$ cat src/ifsb_pkg.sv
// Constants and types for the interrupt flag status bank
package ifsb_pkg;

	// ****************************************
	// Register map
	// ****************************************
	localparam int IFSB_FLAGS_W = 16;
	localparam logic [31:0] IFSB_WORD0_OFFSET = 32'h0000_0000;
	localparam logic [31:0] IFSB_WORD1_OFFSET = 32'h0000_0004;
	localparam logic [15:0] IFSB_WORD0_RESET = 16'h0000;
	localparam logic [15:0] IFSB_WORD1_RESET = 16'h0000;
	localparam logic [15:0] IFSB_WORD0_MASK = 16'h7FFF;
	localparam logic [15:0] IFSB_WORD1_MASK = 16'hFFDF;

	// ****************************************
	// Flag positions, word 0
	// ****************************************
	localparam int DMA_CH1_DONE_FLAG_BIT = 14;
	localparam int ADC_CONV_DONE_FLAG_BIT = 13;
	localparam int UART_A_TX_FLAG_BIT = 12;
	localparam int UART_A_RX_FLAG_BIT = 11;
	localparam int SPI_A_EVENT_FLAG_BIT = 10;
	localparam int SPI_A_ERROR_FLAG_BIT = 9;
	localparam int TIMER_C_FLAG_BIT = 8;
	localparam int TIMER_B_FLAG_BIT = 7;
	localparam int OUT_COMPARE_B_FLAG_BIT = 6;
	localparam int IN_CAPTURE_B_FLAG_BIT = 5;
	localparam int DMA_CH0_DONE_FLAG_BIT = 4;
	localparam int TIMER_A_FLAG_BIT = 3;
	localparam int OUT_COMPARE_A_FLAG_BIT = 2;
	localparam int IN_CAPTURE_A_FLAG_BIT = 1;
	localparam int EXT_PIN_A_FLAG_BIT = 0;

	// ****************************************
	// Flag positions, word 1, and the word 0 hole
	// ****************************************
	localparam int UART_B_TX_FLAG_BIT = 15;
	localparam int UART_B_RX_FLAG_BIT = 14;
	localparam int EXT_PIN_C_FLAG_BIT = 13;
	localparam int TIMER_E_FLAG_BIT = 12;
	localparam int TIMER_D_FLAG_BIT = 11;
	localparam int OUT_COMPARE_D_FLAG_BIT = 10;
	localparam int OUT_COMPARE_C_FLAG_BIT = 9;
	localparam int DMA_CH2_DONE_FLAG_BIT = 8;
	localparam int IN_CAPTURE_H_FLAG_BIT = 7;
	localparam int IN_CAPTURE_G_FLAG_BIT = 6;
	localparam int WORD1_HOLE_BIT = 5;
	localparam int EXT_PIN_B_FLAG_BIT = 4;
	localparam int CHANGE_NOTIFY_FLAG_BIT = 3;
	localparam int COMPARATOR_EVENT_FLAG_BIT = 2;
	localparam int I2C_MASTER_EVENT_FLAG_BIT = 1;
	localparam int I2C_SLAVE_EVENT_FLAG_BIT = 0;
	localparam int WORD0_HOLE_BIT = 15;

	// ****************************************
	// Bus answers and states
	// ****************************************
	localparam logic [1:0] IFSB_RESP_OKAY = 2'b00;
	localparam logic [1:0] IFSB_RESP_SLVERR = 2'b10;
	localparam logic [1:0] IFSB_SEL_WORD0 = 2'b00;
	localparam logic [1:0] IFSB_SEL_WORD1 = 2'b01;
	localparam logic [1:0] IFSB_SEL_NONE = 2'b10;

	typedef enum logic [1:0] {
		IFSB_WR_IDLE = 2'b00,
		IFSB_WR_RESP = 2'b01,
		IFSB_WR_DATA = 2'b11,
		IFSB_WR_ADDR = 2'b10
	} ifsb_wr_state_t;

	typedef enum logic {
		IFSB_RD_IDLE = 1'b0,
		IFSB_RD_RESP = 1'b1
	} ifsb_rd_state_t;

endpackage

$ cat src/ifsb_top.sv
// Interrupt flag status bank with an AXI4-Lite register slave
`timescale 1ns/100ps

module ifsb_top import ifsb_pkg::*; #(
	parameter int AXI_ADDR_W = 4
) (
	input wire logic core_clk,
	input wire logic resetn,
	input wire logic [AXI_ADDR_W-1:0] s_axi_awaddr,
	input wire logic s_axi_awvalid,
	output logic s_axi_awready,
	input wire logic [31:0] s_axi_wdata,
	input wire logic [3:0] s_axi_wstrb,
	input wire logic s_axi_wvalid,
	output logic s_axi_wready,
	output logic [1:0] s_axi_bresp,
	output logic s_axi_bvalid,
	input wire logic s_axi_bready,
	input wire logic [AXI_ADDR_W-1:0] s_axi_araddr,
	input wire logic s_axi_arvalid,
	output logic s_axi_arready,
	output logic [31:0] s_axi_rdata,
	output logic [1:0] s_axi_rresp,
	output logic s_axi_rvalid,
	input wire logic s_axi_rready,
	input wire logic evt_dma_ch0_done,
	input wire logic evt_dma_ch1_done,
	input wire logic evt_dma_ch2_done,
	input wire logic evt_adc_conv_done,
	input wire logic evt_uart_a_tx,
	input wire logic evt_uart_a_rx,
	input wire logic evt_uart_b_tx,
	input wire logic evt_uart_b_rx,
	input wire logic evt_spi_a_event,
	input wire logic evt_spi_a_error,
	input wire logic evt_timer_a,
	input wire logic evt_timer_b,
	input wire logic evt_timer_c,
	input wire logic evt_timer_d,
	input wire logic evt_timer_e,
	input wire logic evt_out_compare_a,
	input wire logic evt_out_compare_b,
	input wire logic evt_out_compare_c,
	input wire logic evt_out_compare_d,
	input wire logic evt_in_capture_a,
	input wire logic evt_in_capture_b,
	input wire logic evt_in_capture_g,
	input wire logic evt_in_capture_h,
	input wire logic evt_ext_pin_a,
	input wire logic evt_ext_pin_b,
	input wire logic evt_ext_pin_c,
	input wire logic evt_change_notify,
	input wire logic evt_comparator,
	input wire logic evt_i2c_master,
	input wire logic evt_i2c_slave,
	output logic [15:0] interrupt_flags_word_0,
	output logic [15:0] interrupt_flags_word_1
);

	// ****************************************
	// Elaboration check
	// ****************************************
	if (AXI_ADDR_W < 3 || AXI_ADDR_W > 32) begin : g_bad_addr_w
		$error("AXI_ADDR_W must lie between 3 and 32");
	end

	// ****************************************
	// State
	// ****************************************
	typedef struct packed {
		ifsb_wr_state_t wr_state;
		logic [AXI_ADDR_W-1:0] wr_addr;
		logic [31:0] wr_data;
		logic [3:0] wr_strb;
		logic [1:0] bresp;
		ifsb_rd_state_t rd_state;
		logic [31:0] rdata;
		logic [1:0] rresp;
		logic [15:0] flags0;
		logic [15:0] flags1;
	} ifsb_state_t;

	ifsb_state_t st_q;
	ifsb_state_t st_d;

	logic aw_fire;
	logic w_fire;
	logic ar_fire;
	logic wr_go;
	logic wr_hit0;
	logic wr_hit1;
	logic [AXI_ADDR_W-1:0] wr_addr_eff;
	logic [31:0] wr_data_eff;
	logic [3:0] wr_strb_eff;
	logic [15:0] set0;
	logic [15:0] set1;

	// ****************************************
	// Helpers
	// ****************************************
	function automatic logic [1:0] ifsb_decode(input logic [AXI_ADDR_W-1:0] addr);
		logic [31:0] word_addr;
		word_addr = 32'(addr) & ~32'h0000_0003;
		if (word_addr == IFSB_WORD0_OFFSET) begin
			return IFSB_SEL_WORD0;
		end else if (word_addr == IFSB_WORD1_OFFSET) begin
			return IFSB_SEL_WORD1;
		end else begin
			return IFSB_SEL_NONE;
		end
	endfunction

	function automatic logic [15:0] ifsb_merge(input logic [15:0] old_val,
		input logic [31:0] data, input logic [3:0] strb);
		logic [15:0] res;
		res = old_val;
		if (strb[0]) begin
			res[7:0] = data[7:0];
		end
		if (strb[1]) begin
			res[15:8] = data[15:8];
		end
		return res;
	endfunction

	// ****************************************
	// Event routing, word 0
	// ****************************************
	// hole stays clear
	assign set0[WORD0_HOLE_BIT] = 1'b0;
	assign set0[DMA_CH1_DONE_FLAG_BIT] = evt_dma_ch1_done;
	assign set0[DMA_CH0_DONE_FLAG_BIT] = evt_dma_ch0_done;
	assign set0[ADC_CONV_DONE_FLAG_BIT] = evt_adc_conv_done;
	assign set0[UART_A_TX_FLAG_BIT] = evt_uart_a_tx;
	assign set0[UART_A_RX_FLAG_BIT] = evt_uart_a_rx;
	assign set0[SPI_A_EVENT_FLAG_BIT] = evt_spi_a_event;
	assign set0[SPI_A_ERROR_FLAG_BIT] = evt_spi_a_error;
	assign set0[TIMER_C_FLAG_BIT] = evt_timer_c;
	assign set0[TIMER_B_FLAG_BIT] = evt_timer_b;
	assign set0[TIMER_A_FLAG_BIT] = evt_timer_a;
	assign set0[OUT_COMPARE_B_FLAG_BIT] = evt_out_compare_b;
	assign set0[OUT_COMPARE_A_FLAG_BIT] = evt_out_compare_a;
	assign set0[IN_CAPTURE_B_FLAG_BIT] = evt_in_capture_b;
	assign set0[IN_CAPTURE_A_FLAG_BIT] = evt_in_capture_a;
	assign set0[EXT_PIN_A_FLAG_BIT] = evt_ext_pin_a;

	// ****************************************
	// Event routing, word 1
	// ****************************************
	// Second UART sets
	assign set1[UART_B_TX_FLAG_BIT] = evt_uart_b_tx;
	assign set1[UART_B_RX_FLAG_BIT] = evt_uart_b_rx;
	assign set1[EXT_PIN_C_FLAG_BIT] = evt_ext_pin_c;
	assign set1[EXT_PIN_B_FLAG_BIT] = evt_ext_pin_b;
	assign set1[TIMER_E_FLAG_BIT] = evt_timer_e;
	assign set1[TIMER_D_FLAG_BIT] = evt_timer_d;
	assign set1[OUT_COMPARE_D_FLAG_BIT] = evt_out_compare_d;
	assign set1[OUT_COMPARE_C_FLAG_BIT] = evt_out_compare_c;
	assign set1[DMA_CH2_DONE_FLAG_BIT] = evt_dma_ch2_done;
	assign set1[IN_CAPTURE_H_FLAG_BIT] = evt_in_capture_h;
	assign set1[IN_CAPTURE_G_FLAG_BIT] = evt_in_capture_g;
	assign set1[WORD1_HOLE_BIT] = 1'b0;
	assign set1[CHANGE_NOTIFY_FLAG_BIT] = evt_change_notify;
	assign set1[COMPARATOR_EVENT_FLAG_BIT] = evt_comparator;
	assign set1[I2C_MASTER_EVENT_FLAG_BIT] = evt_i2c_master;
	assign set1[I2C_SLAVE_EVENT_FLAG_BIT] = evt_i2c_slave;

	// ****************************************
	// Bus handshakes
	// ****************************************
	assign s_axi_awready = (st_q.wr_state == IFSB_WR_IDLE) || (st_q.wr_state == IFSB_WR_DATA);
	assign s_axi_wready = (st_q.wr_state == IFSB_WR_IDLE) || (st_q.wr_state == IFSB_WR_ADDR);
	assign s_axi_bvalid = (st_q.wr_state == IFSB_WR_RESP);
	assign s_axi_bresp = st_q.bresp;
	assign s_axi_arready = (st_q.rd_state == IFSB_RD_IDLE);
	assign s_axi_rvalid = (st_q.rd_state == IFSB_RD_RESP);
	assign s_axi_rdata = st_q.rdata;
	assign s_axi_rresp = st_q.rresp;
	assign interrupt_flags_word_0 = st_q.flags0;
	assign interrupt_flags_word_1 = st_q.flags1;

	assign aw_fire = s_axi_awvalid && s_axi_awready;
	assign w_fire = s_axi_wvalid && s_axi_wready;
	assign ar_fire = s_axi_arvalid && s_axi_arready;
	assign wr_addr_eff = aw_fire ? s_axi_awaddr : st_q.wr_addr;
	assign wr_data_eff = w_fire ? s_axi_wdata : st_q.wr_data;
	assign wr_strb_eff = w_fire ? s_axi_wstrb : st_q.wr_strb;
	assign wr_go = (aw_fire || st_q.wr_state == IFSB_WR_ADDR)
		&& (w_fire || st_q.wr_state == IFSB_WR_DATA);
	assign wr_hit0 = wr_go && (ifsb_decode(wr_addr_eff) == IFSB_SEL_WORD0);
	assign wr_hit1 = wr_go && (ifsb_decode(wr_addr_eff) == IFSB_SEL_WORD1);

	// ****************************************
	// Next state
	// ****************************************
	always_comb begin
		st_d = st_q;
		// Write channel
		case (st_q.wr_state)
			IFSB_WR_IDLE: begin
				if (wr_go) begin
					st_d.wr_state = IFSB_WR_RESP;
				end else if (aw_fire) begin
					st_d.wr_state = IFSB_WR_ADDR;
				end else if (w_fire) begin
					st_d.wr_state = IFSB_WR_DATA;
				end
			end
			IFSB_WR_ADDR: begin
				if (wr_go) begin
					st_d.wr_state = IFSB_WR_RESP;
				end
			end
			IFSB_WR_DATA: begin
				if (wr_go) begin
					st_d.wr_state = IFSB_WR_RESP;
				end
			end
			IFSB_WR_RESP: begin
				if (s_axi_bready) begin
					st_d.wr_state = IFSB_WR_IDLE;
				end
			end
			default: begin
				st_d.wr_state = IFSB_WR_IDLE;
			end
		endcase
		if (aw_fire) begin
			st_d.wr_addr = s_axi_awaddr;
		end
		if (w_fire) begin
			st_d.wr_data = s_axi_wdata;
			st_d.wr_strb = s_axi_wstrb;
		end
		if (wr_go) begin
			st_d.bresp = (wr_hit0 || wr_hit1) ? IFSB_RESP_OKAY : IFSB_RESP_SLVERR;
		end
		// Read channel
		case (st_q.rd_state)
			IFSB_RD_IDLE: begin
				if (ar_fire) begin
					st_d.rd_state = IFSB_RD_RESP;
					st_d.rresp = IFSB_RESP_OKAY;
					case (ifsb_decode(s_axi_araddr))
						IFSB_SEL_WORD0: begin
							st_d.rdata = {16'h0000, st_q.flags0};
						end
						IFSB_SEL_WORD1: begin
							st_d.rdata = {16'h0000, st_q.flags1};
						end
						default: begin
							st_d.rdata = 32'h0000_0000;
							st_d.rresp = IFSB_RESP_SLVERR;
						end
					endcase
				end
			end
			IFSB_RD_RESP: begin
				if (s_axi_rready) begin
					st_d.rd_state = IFSB_RD_IDLE;
				end
			end
			default: begin
				st_d.rd_state = IFSB_RD_IDLE;
			end
		endcase
		// software write of the flag word
		if (wr_hit0) begin
			st_d.flags0 = ifsb_merge(st_q.flags0, wr_data_eff, wr_strb_eff);
		end
		if (wr_hit1) begin
			st_d.flags1 = ifsb_merge(st_q.flags1, wr_data_eff, wr_strb_eff);
		end
		st_d.flags0 = (st_d.flags0 | set0) & IFSB_WORD0_MASK;
		st_d.flags1 = (st_d.flags1 | set1) & IFSB_WORD1_MASK;
	end

	// ****************************************
	// Registers
	// ****************************************
	always_ff @(posedge core_clk or negedge resetn) begin
		if (!resetn) begin
			st_q <= '0;
			st_q.wr_state <= IFSB_WR_IDLE;
			st_q.rd_state <= IFSB_RD_IDLE;
			st_q.bresp <= IFSB_RESP_OKAY;
			st_q.rresp <= IFSB_RESP_OKAY;
			st_q.flags0 <= IFSB_WORD0_RESET;
			st_q.flags1 <= IFSB_WORD1_RESET;
		end else begin
			st_q <= st_d;
		end
	end

	// ****************************************
	// Checks
	// ****************************************
	AST_HOLES_ZERO: assert property (
		@(posedge core_clk) disable iff (!resetn)
		!st_q.flags0[WORD0_HOLE_BIT] && !st_q.flags1[WORD1_HOLE_BIT])
		else $error("Unimplemented flag bit reads one");

	AST_READ_WORD0: assert property (
		@(posedge core_clk) disable iff (!resetn)
		ar_fire && ifsb_decode(s_axi_araddr) == IFSB_SEL_WORD0
		|=> s_axi_rvalid && s_axi_rdata == {16'h0000, $past(st_q.flags0)})
		else $error("Read of word 0 returned wrong data");

	AST_FULL_WRITE1: assert property (
		@(posedge core_clk) disable iff (!resetn)
		wr_hit1 && wr_strb_eff[1:0] == 2'b11 && set1 == 16'h0000
		|=> st_q.flags1 == ($past(wr_data_eff[15:0]) & IFSB_WORD1_MASK))
		else $error("Write to word 1 not stored");

	AST_SET_WORD0: assert property (
		@(posedge core_clk) disable iff (!resetn)
		set0 != 16'h0000 |=> (st_q.flags0 & $past(set0)) == $past(set0))
		else $error("Word 0 event did not set its flag");

	AST_NO_SPURIOUS1: assert property (
		@(posedge core_clk) disable iff (!resetn)
		!wr_hit1 && set1 == 16'h0000 |=> $stable(st_q.flags1))
		else $error("Word 1 flag changed with no cause");

	AST_DMA1_BIT: assert property (
		@(posedge core_clk) disable iff (!resetn)
		evt_dma_ch1_done |=> st_q.flags0[DMA_CH1_DONE_FLAG_BIT])
		else $error("DMA channel 1 flag not set");

	AST_I2C_SLAVE_BIT: assert property (
		@(posedge core_clk) disable iff (!resetn)
		evt_i2c_slave |=> interrupt_flags_word_1[I2C_SLAVE_EVENT_FLAG_BIT])
		else $error("I2C slave flag not set");

	AST_STICKY0: assert property (
		@(posedge core_clk) disable iff (!resetn)
		!wr_hit0 |=> (st_q.flags0 & $past(st_q.flags0)) == $past(st_q.flags0))
		else $error("Word 0 flag dropped without a write");

	AST_SET_BEATS_CLEAR: assert property (
		@(posedge core_clk) disable iff (!resetn)
		wr_hit0 && evt_ext_pin_a |=> st_q.flags0[EXT_PIN_A_FLAG_BIT])
		else $error("Clear beat a hardware set");

	AST_BVALID_HOLD: assert property (
		@(posedge core_clk) disable iff (!resetn)
		s_axi_bvalid && !s_axi_bready |=> s_axi_bvalid && $stable(s_axi_bresp))
		else $error("Write response dropped early");

	AST_BRESP_TIMING: assert property (
		@(posedge core_clk) disable iff (!resetn)
		wr_go |=> s_axi_bvalid)
		else $error("Write response late");

	AST_RVALID_HOLD: assert property (
		@(posedge core_clk) disable iff (!resetn)
		s_axi_rvalid && !s_axi_rready |=> s_axi_rvalid && $stable(s_axi_rdata))
		else $error("Read data changed before taken");

endmodule

$ cat config.mk
export PLATFORM = sky130hd
export DESIGN_NAME = ifsb_top
export DESIGN_NICKNAME = d
export VERILOG_FILES = /design/src/ifsb_pkg.sv /design/src/ifsb_top.sv
export SDC_FILE = /design/constraint.sdc
export NUM_CORES = 1
export LEC_CHECK = 0
export BUFFER_PORTS_ARGS = -buffer_cell sky130_fd_sc_hd__buf_2
export CAP_MARGIN = 25
export CELL_PAD_IN_SITES_DETAIL_PLACEMENT = 0
export CELL_PAD_IN_SITES_GLOBAL_PLACEMENT = 1
export CORE_MARGIN = 2
export CORE_UTILIZATION = 39
export DETAILED_ROUTE_END_ITERATION = 7
export HOLD_SLACK_MARGIN = 0.02
export PLACE_DENSITY = 0.95
export SETUP_SLACK_MARGIN = 0.5
export SLEW_MARGIN = 20
export SYNTH_ARGS = -nofsm -noshare
export SYNTH_HDL_FRONTEND = slang
export SYNTH_SLANG_ARGS = --single-unit
$ cat constraint.sdc
create_clock -name core_clk -period 5 [get_ports core_clk]
set_clock_uncertainty 0.15 [all_clocks]
set_input_delay 1 -clock core_clk [delete_from_list [all_inputs] [get_ports core_clk]]
set_output_delay 1 -clock core_clk [all_outputs]
set_load 0.01 [all_outputs]
==> results of run 1 <==
layer usage:
layer	vias up	track usage, %	wire, um
met5	-	0	0
met4	0	8.40	180
met3	14	2.96	559
met2	112	28.2	4580
met1	1416	23.8	4190
li1	1336	-	-
worst max path at each step:
stage	end	start
after global routing	interrupt_flags_word_0[1]	st_q[109]
after CTS	interrupt_flags_word_0[4]	st_q[109]
after global placement	interrupt_flags_word_0[0]	s_axi_awvalid
after floorplan	interrupt_flags_word_0[7]	s_axi_awaddr[3]
final	interrupt_flags_word_0[4]	st_q[109]
after detailed placement	interrupt_flags_word_0[4]	s_axi_awvalid
layout by cell type, fill, tap and decap left out, types with 4 or more instances in the layout:
master,count
a311o_1,22
a311oi_1,7
a41oi_2,5
buf_2,110
buf_4,4
bufinv_16,4
clkbuf_8,10
conb_1,20
dfrtp_1,71
ha_1,5
inv_1,13
mux2_2,4
mux2i_1,18
nand2_1,65
nor2_1,4
o21ai_0,15
o31a_1,21
synthesized netlist by cell type, types with 2 or more instances:
cell type / number / area, sq um
nor2_1: 4 / 15.0
a311oi_1: 7 / 61.3
mux2_4: 2 / 30.0
or2_2: 2 / 12.5
a311o_1: 22 / 220
nand3_2: 3 / 30.0
o31a_1: 21 / 184
mux2i_1: 18 / 180
buf_2: 4 / 20.0
dfrtp_1: 71 / 1780
inv_1: 13 / 48.8
nand2_1: 65 / 244
ha_1: 5 / 62.6
nand2b_1: 3 / 18.8
o21ai_0: 15 / 75.1
buf_6: 4 / 45.0
clkbuf_1: 7 / 26.3
buf_4: 69 / 518
mux2_2: 4 / 45.0
o31ai_1: 2 / 15.0
a41oi_1: 2 / 17.5
a41oi_2: 5 / 81.3
power by group:
| part | total, mW | switching (mW) | internal, mW |
|---|---|---|---|
| Combinational | 0.776 | 0.512 | 0.265 |
| Clock | 0.614 | 0.220 | 0.394 |
| Sequential | 0.789 | 0.0745 | 0.714 |
| Total | 2.18 | 0.806 | 1.37 |
critical path: stages, from the launching register on:
cell and delay, ps:
dfrtp_1 430, inv_1 120, ha_1 340, and2b_1 260
o31ai_4 720, and3_1 640, a41oi_2 230
area by class of cell:
cell class                 count  area [sq um]
clock buffer                  10           138
clock inverter                 5           129
fill                         943          5330
inverter                      13          48.8
multi-input combinational    216          1500
sequential                    71          1780
tap                          133           166
timing repair buffer         115           592
stage by stage:
stage          util, %  cell area, sq um  cells  setup slack, ps  hold WS [ps]
3_5_place_dp      42.1              4070    547             1700           315
5_1_grt           44.9              4350    563             1810           357
3_3_place_gp      42.1              4070    547             1800           306
6_report          44.9              4350    563             1950           326
2_1_floorplan        -              3940    384             2590           295
4_1_cts           44.8              4340    562             1800           332
cell families after synthesis:
kind of cell	Yosys count	share of synthesized area [%]
AOI/OAI and AO/OA	83	19.0
adders and majority gates	5	1.62
buffers and inverters	97	17.0
DFF	71	46.0
muxes	24	6.61
other	1	0.0971
and+or+nand+nor	84	9.62
sequential cells by signal, indices dropped and copies added, names as in the netlist:
register                cells
interrupt_flags_word_0     15
s_axi_rvalid                1
interrupt_flags_word_1     15
s_axi_bresp                 1
s_axi_rresp                 1
s_axi_rdata                16
st_q                       22
==> key figures, run 1 <==
Timing
  – Max Slew Vio Count: 0
  – RSZ-0062 raised after global routing: false
  – Final Critical Period: 3050 ps
  – Worst-Margin Slew: 917 ps
  – Setup_tns: 0 ps
  – Setup violators final: 0
  – Slew headroom: 38.9%
  – Fin crit share: 61.1%
  – Fmax: 327 MHz
  – Final hold vios: 0

GRT
  – Total congestion overflow: 0
  – Initial antenna violation count: 0
  – Vias in the first global route: 2,891
  – Largest net degree at the start of global routing: 72
  – GRT Util Overall: 17.8%
  – Global-route wire length before repair: 15,100 um

Clock tree
  – Post-CTS Setup Repair Bufs: 0
  – CTS Buffer Depth: 2
  – Clk sinks: 71
  – Clock transition at path regs: 70 ps
  – CTS tree: done
  – Hold buffers post-CTS: 0
  – CTS Buf Count: 9
  – Post-CTS sizing: 0
  – Root Buffer: clkbuf_8
  – H-tree depth: 3
  – Clock latency on the worst-skew pair: 360 ps

Logic synthesis
  – Avg Synthesized Cell Area: 10.6 sq um
  – Post-Synthesis Cells: 365
  – Top_reg_cell synth: dfrtp_1
  – Synth cell types: 39
  – Syn Std Cell Area: 0.00386 sq mm
  – Seq/Total Area, Yosys: 46.0%
  – Number of synthesized register bits: 71
  – FFs w/ async S/R, synth: 100%
  – Post-synth EDFFs: 0
  – Synthesis Warnings: 0

Power
  – Worst vdd ir: 244 uV
  – Tot Pwr: 2.18 mW
  – Pwr Density: 501 mW/mm^2
  – LEAKAGE: 1.99 nW

Worst hold path
  – Hold Path Class: reg -> reg
  – WHS Endpoint: s_axi_rdata[7]
  – Hold Path Origin: s_axi_rdata[7]
  – Cells on Worst Hold Path: 2

Status
  – Outcome: complete, no violations

Die
  – IO Pins: 154
  – Starting Density: 39.9%
  – Core ar.: 0.00968 sq mm
  – Die ar.: 0.0107 sq mm
  – Die Height: 104 um
  – Chip width: 104 um
  – # rows: 36

Route
  – Initial drt markers: 147
  – Post-DRT Antenna Nets: 0
  – Wire length per cell: 16.9 um
  – Via count: 2,878
  – Vias per Instance: 5.11
  – TritonRoute pass-1 iters: 5
  – Post-Route WL: 9510 um
  – # DRC: 0

Place
  – DP HPWL: 6670 um
  – Number of I/O port buffers: 111
  – Gpl congestion: 0.921

Setup path
  – Worst EP required: 5040 ps
  – RR Startpoint: st_q[109]
  – Reg-to-reg endpoint: interrupt_flags_word_0[4]
  – Arrival time at the worst endpoint: 3100 ps
  – CP Class: reg -> reg
  – CP Capture Type: flip-flop
  – Worst R2R Path Depth: 6
  – Critical Path Fanout Max: 16
  – FF-to-FF setup slack: 1950 ps
  – CP Launch Type: flip-flop

Cells and area
  – Final net count: 512
  – Layout area overhead: 12.6%
  – Layout cells sized above 1: 34.7%
  – Diode count: 0

Job
  – Max_cap viols: 0
(Power assumes the default switching activity.)
==> run 2, diff against run 1 <==
- CORE_UTILIZATION: 39 -> 37
- PLACE_DENSITY: 0.95 -> 0.93
- clock period: 5 -> 2.9 ns (I/O delays scaled with it)
==> run 2 against run 1 <==
Sequential power rose by 71%; sequential share of layout area fell by 0.81 points; worst hold slack got worse by 120 ps; total power rose by 68%; highest routed layer unchanged.
==> key figures, run 2 (synthesis gave the netlist of run 1 again) <==
Setup path
  – Arrival time at the worst endpoint: 2390 ps (-710 ps)
  – Worst EP required: 2970 ps (-2070 ps)
  – CP Launch Type: flip-flop
  – Critical Path Slowest Stage Cell: dfrtp_1
  – CP Class: reg -> reg
  – Critical Path Fanout Max: 7 (-9)
  – CP Capture Type: flip-flop
  – Crit path cell chain: inv_1, ha_1, and2b_1, o31ai_4, buf_6, buf_4, a311o_1, o31a_1
  – Crit-path max cell delay: 400 ps (-320 ps)

Clock tree
  – CTS Buf Count: 9 (unchanged)
  – CTS Buffer Depth: 2 (unchanged)
  – CTS tree: done
  – Clk sinks: 71 (unchanged)
  – Root Buffer: clkbuf_8
  – Clock transition at path regs: 80 ps (about the same)
  – H-tree depth: 3 (unchanged)
  – Hold buffers post-CTS: 0 (unchanged)
  – Clock latency on the worst-skew pair: 350 ps (about the same)

Cells and area
  – Top reg by flops: st_q
  – Max reg flops: 22 (unchanged)
  – Layout area overhead: 14.9%
  – Diode count: 0 (unchanged)
  – Commonest non-fill, non-tap cell in the layout: buf_2
  – Commonest non-fill, non-tap cells in the layout: 110 x buf_2, 71 x dfrtp_1, 65 x nand2_1
  – Layout cells sized above 1: 37.5% (+2.8 points)
  – Final net count: 524 (+2.3%)

Timing
  – Final Critical Period: 2320 ps (-735 ps)
  – Slew headroom: 39.1% (+0.22 points)
  – RSZ-0062 raised after global routing: false
  – Setup_tns: 0 ps (unchanged)
  – Setup violators final: 0 (unchanged)
  – Final hold vios: 0 (unchanged)
  – Worst-Margin Slew: 914 ps (-3.23 ps)
  – Fmax: 431 MHz (+32%)
  – Max Slew Vio Count: 0 (unchanged)
  – Fin crit share: 80.0% (+19 points)

Power
  – Worst vdd ir: 430 uV (+76%)
  – Internal power: 2.21 mW (+61%)
  – Sequential power share: 36.9% (+0.7 points)
  – Combinational share of power: 41.9% (+6.3 points)
  – Clk pwr share: 21.3% (-6.9 points)
  – Switching share of power: 39.6% (+2.6 points)
  – P_sw: 1.45 mW (+79%)
  – Pwr Density: 823 mW/mm^2 (+64%)
  – LEAKAGE: 2.02 nW (+1.4%)
  – Tot Pwr: 3.65 mW (+68%)

Place
  – DP HPWL: 6800 um (+2.0%)
  – Number of I/O port buffers: 111 (unchanged)
  – Gpl congestion: 0.903 (-2.0%)

Route
  – Wire length per cell: 16.4 um (-3.1%)
  – Post-Route WL: 9480 um (-0.34%)
  – Via count: 2,964 (+3.0%)
  – TritonRoute pass-1 iters: 5 (unchanged)
  – Initial drt markers: 204 (+39%)
  – Vias per Instance: 5.12 (+0.14%)
  – Post-DRT Antenna Nets: 0 (unchanged)
  – # DRC: 0 (unchanged)

Die
  – Die Height: 106 um (+2.6%)
  – Starting Density: 37.8% (-2.1 points)
  – # rows: 37 (+2.8%)
  – Chip width: 106 um (+2.6%)
  – Core ar.: 0.0102 sq mm (+5.6%)
  – Die ar.: 0.0113 sq mm (+5.2%)
  – IO Pins: 154 (unchanged)

GRT
  – GRT Util Overall: 17.2% (-0.56 points)
  – Initial antenna violation count: 0 (unchanged)
  – Vias in the first global route: 2,950 (+2.0%)
  – Total congestion overflow: 0 (unchanged)
  – Global-route wire length before repair: 15,100 um (+0.50%)
  – Largest net degree at the start of global routing: 72 (unchanged)

Status
  – Outcome: complete, no violations

Worst hold path
  – Hold Path Class: in -> async

Job
  – Max_cap viols: 0 (unchanged)
-- run 2: cell type report --
cell class	count	area [sq um]
flip-flops and latches	71	1780
clock inverters	6	61.3
fillers	1009	5790
well taps	136	170
multi-input cells	217	1560
inverters	13	48.8
clock buffers	10	128
repair buffers	126	694
-- run 2: worst paths after layout --
check                                start                         end  slack, ps  cells after the start
max                              st_q[109]  interrupt_flags_word_0[13]        580                      8
min                                 resetn  interrupt_flags_word_0[14]        210                      1
max reg2reg                      st_q[109]  interrupt_flags_word_0[13]        580                      8
min reg2reg                s_axi_rdata[15]             s_axi_rdata[15]        330                      2
max in group asynchronous           resetn                   st_q[107]       1790                      1
min in group core_clk         s_axi_rready                s_axi_rvalid        270                      2
-- run 2: metrics by stage --
step / hold WS (ps) / instances / worst slack, ps / area [sq um] / util (%)
finish: 206 / 579 / 581 / 4440 / 43.4
global route: 277 / 579 / 502 / 4440 / 43.4
CTS: 242 / 578 / 503 / 4390 / 42.9
detailed placement: 310 / 558 / 254 / 4150 / 40.6
global placement: 307 / 558 / 328 / 4150 / 40.6
floorplan: 134 / 384 / 670 / 3940 / -
-- run 2: per-layer routing --
layer	GRT usage, %	wire, um	vias to the layer above
li1	-	-	1362
met2	27.1	4550	124
met1	23.4	4120	1463
met5	0	0	-
met4	5.45	141	0
met3	4.23	669	15
-- run 2: critical path: cells and delay by family, from the launching register on --
kind	cells	cell delay [ps]
fa+ha+maj	1	280
simple gates	1	360
flops	1	400
compound gates	3	590
buf+inv	3	420
-- run 2: power by group through the flow --
stage / combinational [mW] / sequential, mW / clock [mW]
2_1_floorplan: 1.08 / 1.34 / 0
3_3_place_gp: 1.36 / 1.36 / 0
3_5_place_dp: 1.40 / 1.37 / 0
4_1_cts: 1.48 / 1.35 / 0.791
5_1_grt: 1.69 / 1.38 / 0.835
6_report: 1.53 / 1.35 / 0.777
-- run 2: repair_timing --
item                       CTS  global route
gates cloned                 0             1
buffers inserted             4             0
pin swaps                    1             1
setup endpoints to repair   30            27
hold endpoints to repair     0             0
gates resized for setup      4             8
